==> src/rtl/acr_regs.svh <==
// Register offsets, field positions and reset values for the channel setup
`ifndef ACR_REGS_SVH
`define ACR_REGS_SVH

`define ACR_ADDR_W 8
`define ACR_OFS_INPUT_SETUP 8'h3C
`define ACR_OFS_GAIN 8'h3D
`define ACR_OFS_VOLUME 8'h3E
`define ACR_OFS_GAIN_TRIM 8'h3F

`define ACR_RST_INPUT_SETUP 8'h00
`define ACR_RST_GAIN 8'h00
`define ACR_RST_VOLUME 8'hC9
`define ACR_RST_GAIN_TRIM 8'h80

`define ACR_KIND_BIT 7
`define ACR_SRC_MSB 6
`define ACR_SRC_LSB 5
`define ACR_DC_BIT 4
`define ACR_IMP_MSB 3
`define ACR_IMP_LSB 2
`define ACR_ENH_BIT 0
`define ACR_GAIN_MSB 7
`define ACR_GAIN_LSB 2
`define ACR_TRIM_MSB 7
`define ACR_TRIM_LSB 4

`define ACR_MASK_INPUT_SETUP 8'hFD
`define ACR_MASK_GAIN 8'hFC
`define ACR_MASK_VOLUME 8'hFF
`define ACR_MASK_GAIN_TRIM 8'hF0

`define ACR_VOL_MUTE_CODE 8'h00
`define ACR_VOL_UNITY_CODE 9'h0C9
`define ACR_TRIM_UNITY_CODE 5'h08

`endif

==> src/rtl/acr_pkg.sv <==
// Types shared by the channel setup registers
package acr_pkg;

   typedef enum logic [1:0]
   {
      ACR_SRC_ANALOG_DIFF = 2'h0,
      ACR_SRC_ANALOG_SINGLE = 2'h1,
      ACR_SRC_DENSITY_MOD = 2'h2,
      ACR_SRC_RESERVED = 2'h3
   } acr_src_t;

   typedef enum logic [1:0]
   {
      ACR_IMP_2K5 = 2'h0,
      ACR_IMP_10K = 2'h1,
      ACR_IMP_20K = 2'h2,
      ACR_IMP_RESERVED = 2'h3
   } acr_imp_t;

endpackage : acr_pkg

==> src/rtl/acr_channel_regs.sv <==
// Configuration registers and decoded controls for one capture channel
`timescale 1ns/1ps
`default_nettype none
`include "acr_regs.svh"

// Behaviour
// - Bit 7: 0 microphone, 1 line input
// - Bits 6-5 select differential, single-ended, density-mod
// - Bit 4 AC/DC coupling, analog only
// - Bits 3-2 impedance 2.5k/10k/20k, analog only
// - Bit 0 enables enhancer or gain loop
// - Gain code equals dB, 0 to 42
// - Volume code zero mutes output
// - Volume codes 1-255 in half-dB steps
// - Volume resets to code 201, 0 dB
// - Trim register resets to 80h
// - Trim code in 0.1 dB steps, 8 unity
module acr_channel_regs
(
   // Clock, reset, enable
   input wire logic i_ref_clk,
   input wire logic i_reset_n,
   input wire logic i_clk_en,
   // Register access port
   input wire logic i_reg_wr_en,
   input wire logic i_reg_rd_en,
   input wire logic [`ACR_ADDR_W-1:0] i_reg_addr,
   input wire logic [7:0] i_reg_wr_data,
   output logic [7:0] o_reg_rd_data,
   output logic o_reg_rd_valid,
   // Enhancer mode bit from the shared mode register
   input wire logic i_enhancer_mode_agc,
   // Analog front end controls
   output logic o_chan_input_kind_sel,
   output acr_pkg::acr_src_t o_chan_input_source_sel,
   output logic o_chan_analog_active,
   output logic o_chan_coupling_sel,
   output acr_pkg::acr_imp_t o_chan_input_impedance_sel,
   output logic [5:0] o_chan_analog_gain_code,
   // Dynamics controls
   output logic o_range_enhancer_en,
   output logic o_automatic_gain_loop_en,
   // Digital gain stage controls
   output logic o_chan_mute,
   output logic signed [8:0] o_volume_half_db,
   output logic signed [4:0] o_gain_trim_tenth_db
);
   import acr_pkg::*;

   logic [7:0] input_setup_q;
   logic [7:0] input_setup_d;
   logic [7:0] gain_q;
   logic [7:0] gain_d;
   logic [7:0] volume_q;
   logic [7:0] volume_d;
   logic [7:0] trim_q;
   logic [7:0] trim_d;
   logic [7:0] rd_data_q;
   logic [7:0] rd_data_d;
   logic rd_valid_q;
   logic rd_valid_d;

   logic kind_q;
   logic kind_d;
   acr_src_t src_q;
   acr_src_t src_d;
   logic analog_q;
   logic analog_d;
   logic dc_q;
   logic dc_d;
   acr_imp_t imp_q;
   acr_imp_t imp_d;
   logic [5:0] again_q;
   logic [5:0] again_d;
   logic enh_q;
   logic enh_d;
   logic agc_q;
   logic agc_d;
   logic mute_q;
   logic mute_d;
   logic signed [8:0] vol_q;
   logic signed [8:0] vol_d;
   logic signed [4:0] trim_db_q;
   logic signed [4:0] trim_db_d;

   // Address decode, one hit per mapped register
   logic hit_input_setup;
   logic hit_gain;
   logic hit_volume;
   logic hit_trim;
   logic hit_any;
   logic wr_take;
   logic rd_take;

   always_comb
   begin
      hit_input_setup = (i_reg_addr == `ACR_OFS_INPUT_SETUP);
      hit_gain = (i_reg_addr == `ACR_OFS_GAIN);
      hit_volume = (i_reg_addr == `ACR_OFS_VOLUME);
      hit_trim = (i_reg_addr == `ACR_OFS_GAIN_TRIM);
      hit_any = hit_input_setup | hit_gain | hit_volume | hit_trim;
      // Unmapped writes are dropped here
      wr_take = i_reg_wr_en & hit_any;
      rd_take = i_reg_rd_en;
   end

   // Configuration register writes; reserved bits never stored
   always_comb
   begin
      input_setup_d = input_setup_q;
      gain_d = gain_q;
      volume_d = volume_q;
      trim_d = trim_q;
      if (wr_take)
      begin
         if (hit_input_setup)
         begin
            input_setup_d = i_reg_wr_data &
                            `ACR_MASK_INPUT_SETUP;
         end
         if (hit_gain)
         begin
            gain_d = i_reg_wr_data & `ACR_MASK_GAIN;
         end
         if (hit_volume)
         begin
            volume_d = i_reg_wr_data & `ACR_MASK_VOLUME;
         end
         if (hit_trim)
         begin
            trim_d = i_reg_wr_data & `ACR_MASK_GAIN_TRIM;
         end
      end
   end

   always_ff @(posedge i_ref_clk or negedge i_reset_n)
   begin
      if (!i_reset_n)
      begin
         input_setup_q <= `ACR_RST_INPUT_SETUP;
         gain_q <= `ACR_RST_GAIN;
         volume_q <= `ACR_RST_VOLUME;
         trim_q <= `ACR_RST_GAIN_TRIM;
      end
      else if (i_clk_en)
      begin
         input_setup_q <= input_setup_d;
         gain_q <= gain_d;
         volume_q <= volume_d;
         trim_q <= trim_d;
      end
   end

   // Read port: addressed register, zero when unmapped
   always_comb
   begin
      rd_data_d = rd_data_q;
      rd_valid_d = 1'b0;
      if (rd_take)
      begin
         rd_valid_d = 1'b1;
         // Reserved bits are already zero in storage
         if (hit_input_setup)
         begin
            rd_data_d = input_setup_q;
         end
         else if (hit_gain)
         begin
            rd_data_d = gain_q;
         end
         else if (hit_volume)
         begin
            rd_data_d = volume_q;
         end
         else if (hit_trim)
         begin
            rd_data_d = trim_q;
         end
         else
         begin
            rd_data_d = 8'h00;
         end
      end
   end

   always_ff @(posedge i_ref_clk or negedge i_reset_n)
   begin
      if (!i_reset_n)
      begin
         rd_data_q <= 8'h00;
         rd_valid_q <= 1'b0;
      end
      else if (i_clk_en)
      begin
         rd_data_q <= rd_data_d;
         rd_valid_q <= rd_valid_d;
      end
   end

   // Decoding of fields into front end controls
   always_comb
   begin
      kind_d = input_setup_q[`ACR_KIND_BIT];
      case (input_setup_q[`ACR_SRC_MSB:`ACR_SRC_LSB])
         2'h0: src_d = ACR_SRC_ANALOG_DIFF;
         2'h1: src_d = ACR_SRC_ANALOG_SINGLE;
         2'h2: src_d = ACR_SRC_DENSITY_MOD;
         default: src_d = ACR_SRC_RESERVED;
      endcase
      case (src_d)
         ACR_SRC_ANALOG_DIFF: analog_d = 1'b1;
         ACR_SRC_ANALOG_SINGLE: analog_d = 1'b1;
         default: analog_d = 1'b0;
      endcase
      // Coupling and impedance only reach the pins for analog sources
      dc_d = analog_d & input_setup_q[`ACR_DC_BIT];
      imp_d = ACR_IMP_2K5;
      if (analog_d)
      begin
         case (input_setup_q[`ACR_IMP_MSB:`ACR_IMP_LSB])
            2'h0: imp_d = ACR_IMP_2K5;
            2'h1: imp_d = ACR_IMP_10K;
            2'h2: imp_d = ACR_IMP_20K;
            default: imp_d = ACR_IMP_RESERVED;
         endcase
      end
      again_d = gain_q[`ACR_GAIN_MSB:`ACR_GAIN_LSB];
      enh_d = input_setup_q[`ACR_ENH_BIT] & ~i_enhancer_mode_agc;
      agc_d = input_setup_q[`ACR_ENH_BIT] & i_enhancer_mode_agc;
   end

   // Gain stage values: half-dB volume and tenth-dB trim
   always_comb
   begin
      mute_d = (volume_q == `ACR_VOL_MUTE_CODE);
      if (mute_d)
      begin
         vol_d = 9'sh000;
      end
      else
      begin
         // Half-dB steps relative to the unity code
         vol_d = $signed({1'b0, volume_q} -
                 `ACR_VOL_UNITY_CODE);
      end
      trim_db_d = $signed({1'b0, trim_q[`ACR_TRIM_MSB:`ACR_TRIM_LSB]} -
                  `ACR_TRIM_UNITY_CODE);
   end

   // Outputs follow the registers one cycle later; reset values match
   always_ff @(posedge i_ref_clk or negedge i_reset_n)
   begin
      if (!i_reset_n)
      begin
         kind_q <= 1'b0;
         src_q <= ACR_SRC_ANALOG_DIFF;
         analog_q <= 1'b1;
         dc_q <= 1'b0;
         imp_q <= ACR_IMP_2K5;
         again_q <= 6'h00;
         enh_q <= 1'b0;
         agc_q <= 1'b0;
      end
      else if (i_clk_en)
      begin
         kind_q <= kind_d;
         src_q <= src_d;
         analog_q <= analog_d;
         dc_q <= dc_d;
         imp_q <= imp_d;
         again_q <= again_d;
         enh_q <= enh_d;
         agc_q <= agc_d;
      end
   end

   // Gain stage outputs
   always_ff @(posedge i_ref_clk or negedge i_reset_n)
   begin
      if (!i_reset_n)
      begin
         mute_q <= 1'b0;
         vol_q <= 9'sh000;
         trim_db_q <= 5'sh00;
      end
      else if (i_clk_en)
      begin
         mute_q <= mute_d;
         vol_q <= vol_d;
         trim_db_q <= trim_db_d;
      end
   end

   assign o_reg_rd_data = rd_data_q;
   assign o_reg_rd_valid = rd_valid_q;
   assign o_chan_input_kind_sel = kind_q;
   assign o_chan_input_source_sel = src_q;
   assign o_chan_analog_active = analog_q;
   assign o_chan_coupling_sel = dc_q;
   assign o_chan_input_impedance_sel = imp_q;
   assign o_chan_analog_gain_code = again_q;
   assign o_range_enhancer_en = enh_q;
   assign o_automatic_gain_loop_en = agc_q;
   assign o_chan_mute = mute_q;
   assign o_volume_half_db = vol_q;
   assign o_gain_trim_tenth_db = trim_db_q;

endmodule : acr_channel_regs
`default_nettype wire

==> config.mk <==
export PLATFORM = sky130hd
export DESIGN_NAME = acr_channel_regs
export DESIGN_NICKNAME = d
export VERILOG_FILES = /design/src/rtl/acr_pkg.sv /design/src/rtl/acr_channel_regs.sv
export VERILOG_INCLUDE_DIRS = /design/src /design/src/rtl
export SDC_FILE = /design/constraint.sdc
export NUM_CORES = 1
export LEC_CHECK = 0
export ABC_AREA = 1
export BUFFER_PORTS_ARGS = -buffer_cell sky130_fd_sc_hd__buf_4
export CORE_MARGIN = 2
export CORE_UTILIZATION = 49
export CTS_CLUSTER_DIAMETER = 60
export DETAILED_ROUTE_END_ITERATION = 10
export GPL_TIMING_DRIVEN = 0
export PLACE_DENSITY = 0.78
export SYNTH_ARGS = -nofsm -noshare
export SYNTH_HDL_FRONTEND = slang
export SYNTH_SLANG_ARGS = --single-unit
==> constraint.sdc <==
create_clock -name i_ref_clk -period 1.55 [get_ports i_ref_clk]
set_clock_uncertainty 0.15 [all_clocks]
set_input_delay 0.0775 -clock i_ref_clk [delete_from_list [all_inputs] [get_ports i_ref_clk]]
set_output_delay 0.0775 -clock i_ref_clk [all_outputs]
set_load 0.03 [all_outputs]
== Word level (Yosys, flattened, before mapping) ==
Index checks and enable logic that the tools add are counted.
W data, S select, Z words.

* Output and inout bits: 39
* Register bits after elaboration: 64
* Word-level logic and storage cells: 56

* Multiplexer cells: 10
* Eq/ne operators: 9
* Bitwise gates (word level): 8
* Add/sub/neg operators: 2
* Reductions and logical operators: 10

{| class="wikitable"
|+ Operators by type and width
! kind !! number
|-
| $eq A8 B6 Y1 const B || 4
|-
| $mux W8 || 4
|-
| $pmux W2 S3 || 2
|-
| $reduce_and A3 Y1 || 4
|-
| $mux W9 || 1
|-
| $sub A8 B8 Y9 const B || 1
|-
| $logic_not A8 Y1 || 1
|-
| $eq A2 B1 Y1 const B || 3
|-
| $logic_not A2 Y1 || 3
|-
| $sub A4 B4 Y5 const B || 1
|-
| $and A1 B1 Y1 || 4
|-
| $eq A2 B2 Y1 const B || 2
|-
| $or A1 B1 Y1 || 3
|-
| $mux W1 || 2
|-
| $mux W2 || 1
|-
| $reduce_and A2 Y1 || 1
|-
| $reduce_or A2 Y1 || 1
|-
| $not A1 Y1 || 1
|}

== Longest topological paths before layout ==
* Depth in word-level cells: 6
* Mapped depth: 9
* Depth with buffers taken out: 9

== Least setup slack after synthesis ==
No wires, ideal clock.

* Kind: register -> register
* Start: register volume_q[0]
* End: register vol_q[8] (netlist: o_volume_half_db[8])
* Setup time: 117 ps
* Data arrival time: 1,254 ps
* Stages on the path, launching flop included: 9
* Setup slack: 29 ps
* Required time: 1,283 ps
* Path buffers: 0
* Cells stage by stage: dfstp_2 > inv_1 > ha_1 > nand2_1 > nand2_1 > a21oi_1 > nand2_1 > nand2_1 > nand2_1

* Cells in the longest elaborated chain, start to end: 2

{| class="wikitable"
|+ RTL lines
! item !! line !! source
|-
| start, declared || acr_channel_regs.sv:54 || <nowiki>logic [7:0] volume_q;</nowiki>
|-
| start signal, assigned || acr_channel_regs.sv:142 || <nowiki>volume_q <= `ACR_RST_VOLUME;</nowiki>
|-
| start signal, assigned || acr_channel_regs.sv:149 || <nowiki>volume_q <= volume_d;</nowiki>
|-
| $sub A8 B8 Y9 (no source line) / $logic_not A8 Y1 (equally long branches) || -- ||
|-
| $mux W9 (*) || acr_channel_regs.sv:236 || <nowiki>if (mute_d)</nowiki>
|-
| end signal, assigned || acr_channel_regs.sv:289 || <nowiki>vol_q <= vol_d;</nowiki>
|-
| end, declared || acr_channel_regs.sv:81 || <nowiki>logic signed [8:0] vol_q;</nowiki>
|}

Every way passes the cells marked *; elsewhere a longest branch is shown, timed or not.
A chain may end at the register's enable or synchronous reset.

== Final worst setup path ==
* Start: input port i_reg_wr_en
* End: register volume_q[3]

* Cells in the longest elaborated chain, start to end: 2

{| class="wikitable"
|+ RTL lines
! item !! line !! source
|-
| start, declared || acr_channel_regs.sv:25 || <nowiki>input wire logic i_reg_wr_en,</nowiki>
|-
| $and A1 B1 Y1 || acr_channel_regs.sv:103 || <nowiki>wr_take = i_reg_wr_en & hit_any;</nowiki>
|-
| $reduce_and A3 Y1 (no source line) || -- ||
|}

No other way between the ends.

==> out/results.tsv <==
stage	metric	value	unit
finish	seqCellArea	1585	um^2
worst_hold_path	hold_class	in -> reg	
placement	dp_hpwl	5237	um
finish	layout-drive-gt1-share	34.64	%
timing	setup_viol	0	
timing	rsz0062_at_grt	yes	
logic_synthesis	yosys_warnings	0	
worst_setup_path	critPathKind	in -> reg	
job	max_cap_viol_count	0	
status	status	finished clean	
clock_tree	clkTransAtPathRegs	0.06	ns
global_routing	grt_use_total	24.27	%
logic_synthesis	ys_types	32	
timing	slew_headroom	46.60	%
logic_synthesis	synth.avg_cell_area	8.988	um^2
clock_tree	h-tree-depth	3	
placement	placed_cell_area	3537	um^2
clock_tree	tritoncts	built	
clock_tree	clock_path_buffers	2	
floorplan	dieArea	6749	um^2
power	p_leak	2.110	nW
worst_setup_path	worst-path-max-fanout	7	
placement	port_buffers	60	
floorplan	num_rows	28	
timing	clock.fmax	0.6476	GHz
detailed_routing	avgRoutedWirePerCell	15.15	um
finish	final_common_cell	nand2_1	
global_routing	antenna_found_initial	1	
clock_tree	clock_sinks	63	
finish	syn_to_final_growth	34.49	%
floorplan	die_x	82.16	um
worst_setup_path	arrival	1.67	ns
worst_setup_path	end_kind	register	
global_routing	grt_pass1_vias	2460	
detailed_routing	drc	0	
finish	fin_nets	452	
floorplan	start_util	50.55	%
logic_synthesis	synthesis.nets	357	
timing	final.setup.tns	0	ns
clock_tree	clk_latency	0.34	ns
finish	fillers	470	
logic_synthesis	syn_inst	333	
power	powerDensity	942.1	nW/um^2
global_routing	grt_pass1_wl	11950	um
clock_tree	root_buffer	clkbuf_8	
timing	slew_viol_final	0	
detailed_routing	drt_iter0_drc	183	
finish	design_area	4025	um^2
detailed_routing	dr.pass1.iters	5	
finish	multi_input_area	1264	um^2
floorplan	core	5921	um^2
timing	period_minus_slack	1.544	ns
detailed_routing	antenna_left	0	
worst_setup_path	r2r_cells	7	
timing	period_share	99.62	%
worst_setup_path	startpoint_type	input pin	
detailed_routing	avgViaCountPerCell	5.285	
power	worst_ir_drop_vdd	0.5166	mV
worst_hold_path	holdPathStages	4	
floorplan	dieHeight	82.16	um
detailed_routing	drt-total-wl	7709	um
global_routing	grt_max_degree	64	
detailed_routing	num_vias	2690	
worst_setup_path	required	1.68	ns
logic_synthesis	synth-seq-area-share	52.93	%
timing	tightest_slew	0.8011	ns
floorplan	ioPinCount	61	
placement	gp_congestion	0.8649	
logic_synthesis	ys_ff_latch	63	
logic_synthesis	syn_area	2993	um^2
worst_setup_path	r2r_slack	0.02	ns
timing	hold_viol_final	0	
global_routing	grt_overflow_total	0	
finish	layout_common_cells	98 x nand2_1, 72 x buf_4, 56 x dfrtp_1	
clock_tree	cts_buffers	9	
==> power breakdown <==
part / switching [W] / internal (W) / total (W)
sequential: 0.0000520 / 0.00172 / 0.00178
clock: 0.000621 / 0.000829 / 0.00145
combinational: 0.000356 / 0.000209 / 0.000565
==> path summary, 6_finish.rpt <==
kind / end / start
setup / recovery: volume_q[3]$_DFFE_PN1P_ / i_reg_wr_en
max in group asynchronous: volume_q[5]$_DFFE_PN0P_ / i_reset_n
hold / removal: volume_q[2]$_DFFE_PN0P_ / i_clk_en
setup reg to reg: o_volume_half_db[6]$_DFFE_PN0P_ / volume_q[1]$_DFFE_PN0P_
hold reg to reg: o_reg_rd_valid$_DFFE_PN0P_ / o_reg_rd_valid$_DFFE_PN0P_
min in group asynchronous: trim_q[4]$_DFFE_PN0P_ / i_reset_n
==> state kept, by name, summed over array words and instances (netlist names) <==
signal and flops:
volume_q 8, o_chan_mute 1, o_chan_input_impedance_sel 2, o_chan_analog_gain_code 6
o_chan_coupling_sel 1, o_chan_input_kind_sel 1, trim_q 4, o_volume_half_db 9
gain_q 6, o_gain_trim_tenth_db 4, input_setup_q 7, o_reg_rd_data 8
o_reg_rd_valid 1, o_chan_input_source_sel 2, o_chan_analog_active 1, o_range_enhancer_en 1
o_automatic_gain_loop_en 1
==> final cells by class <==
cell class / instances / share of cell area [%]
flip-flops and latches: 63 / 39.38
multi-input cells: 224 / 31.40
repair buffers: 84 / 16.60
clock buffers: 13 / 3.948
inverters: 36 / 3.388
well taps: 75 / 2.331
plain buffers: 10 / 1.834
clock inverters: 3 / 1.057
diodes: 1 / 0.06217
==> worst max-delay path: stages <==
cell and delay, ns:
dlygate4sd3_1 0.55, buf_4 0.13, nand3_4 0.10, buf_12 0.15
o21ai_2 0.10, dlygate4sd3_1 0.56
==> synthesized netlist by cell type <==
cell type | instances | share of area, %
o21ai_0 | 28 | 4.7
xnor2_1 | 1 | 0.29
nor2_8 | 2 | 1.3
a31oi_1 | 1 | 0.21
clkinv_2 | 1 | 0.17
xor2_1 | 2 | 0.59
clkbuf_1 | 1 | 0.13
nand3_4 | 2 | 1.2
nor2_1 | 15 | 1.9
nand4_1 | 12 | 2.5
buf_1 | 1 | 0.13
o31ai_1 | 1 | 0.25
nand2_2 | 11 | 2.3
buf_6 | 2 | 0.75
dfrtp_1 | 57 | 48
inv_1 | 30 | 3.8
o21ai_2 | 13 | 3.8
nor2_4 | 3 | 1.1
nand2_1 | 100 | 13
dfstp_2 | 6 | 5.3
buf_4 | 2 | 0.50
o211ai_1 | 1 | 0.25
inv_2 | 5 | 0.63
nor3b_4 | 1 | 0.63
a21oi_1 | 1 | 0.17
nand3_2 | 1 | 0.33
buf_2 | 4 | 0.67
nand2_4 | 2 | 0.75
o21ai_1 | 2 | 0.33
ha_1 | 2 | 0.84
nand3_1 | 19 | 3.2
a22o_1 | 4 | 1.2
==> per-layer routing <==
layer	global-route usage (%)	routed length (um)	part of all wire, %	vias up
met3	4.783	471	6.1	23
met2	39.59	3868	50	106
met5	0	0	0	-
met4	11.50	241	3.1	0
met1	31.18	3128	41	1290
li1	-	-	-	1271
==> metrics by stage <==
stage	cells	total power, W	utilization, %	hold WS, ns	setup WS, ns
4_1_cts	499	0.003793	65.98	0.01986	0.01115
3_3_place_gp	468	0.002308	59.74	0.05616	-0.06656
3_5_place_dp	468	0.002325	59.74	0.05933	-0.1409
5_1_grt	509	0.003937	67.98	0.02796	-0.04380
2_1_floorplan	333	0.002083	-	-0.3681	0.02900
6_report	509	0.003792	67.98	0.02589	0.005947
==> cells by family (layout without fill, tap and decap cells) <==
logic type	count (synthesis)	count (layout)	share of synthesized area (%)
AOI/OAI and AO/OA	51	51	10.87
xor gates and xnor gates	3	3	0.8781
adders and majority gates	2	2	0.8360
buffers and inverters	46	146	6.730
DFF	63	63	52.93
other	0	1	0
and+or+nand+nor	168	168	27.76
==> repair_timing <==
| action | 4_1_cts | 5_1_grt |
|---|---|---|
| setup buffers | 1 | 9 |
| setup endpoints to repair | 3 | 10 |
| pin swaps | 2 | 6 |
| hold buffers | 14 | 0 |
| gates resized for setup | 8 | 11 |
| hold endpoints to repair | 92 | 0 |
(Power assumes the default switching activity.)
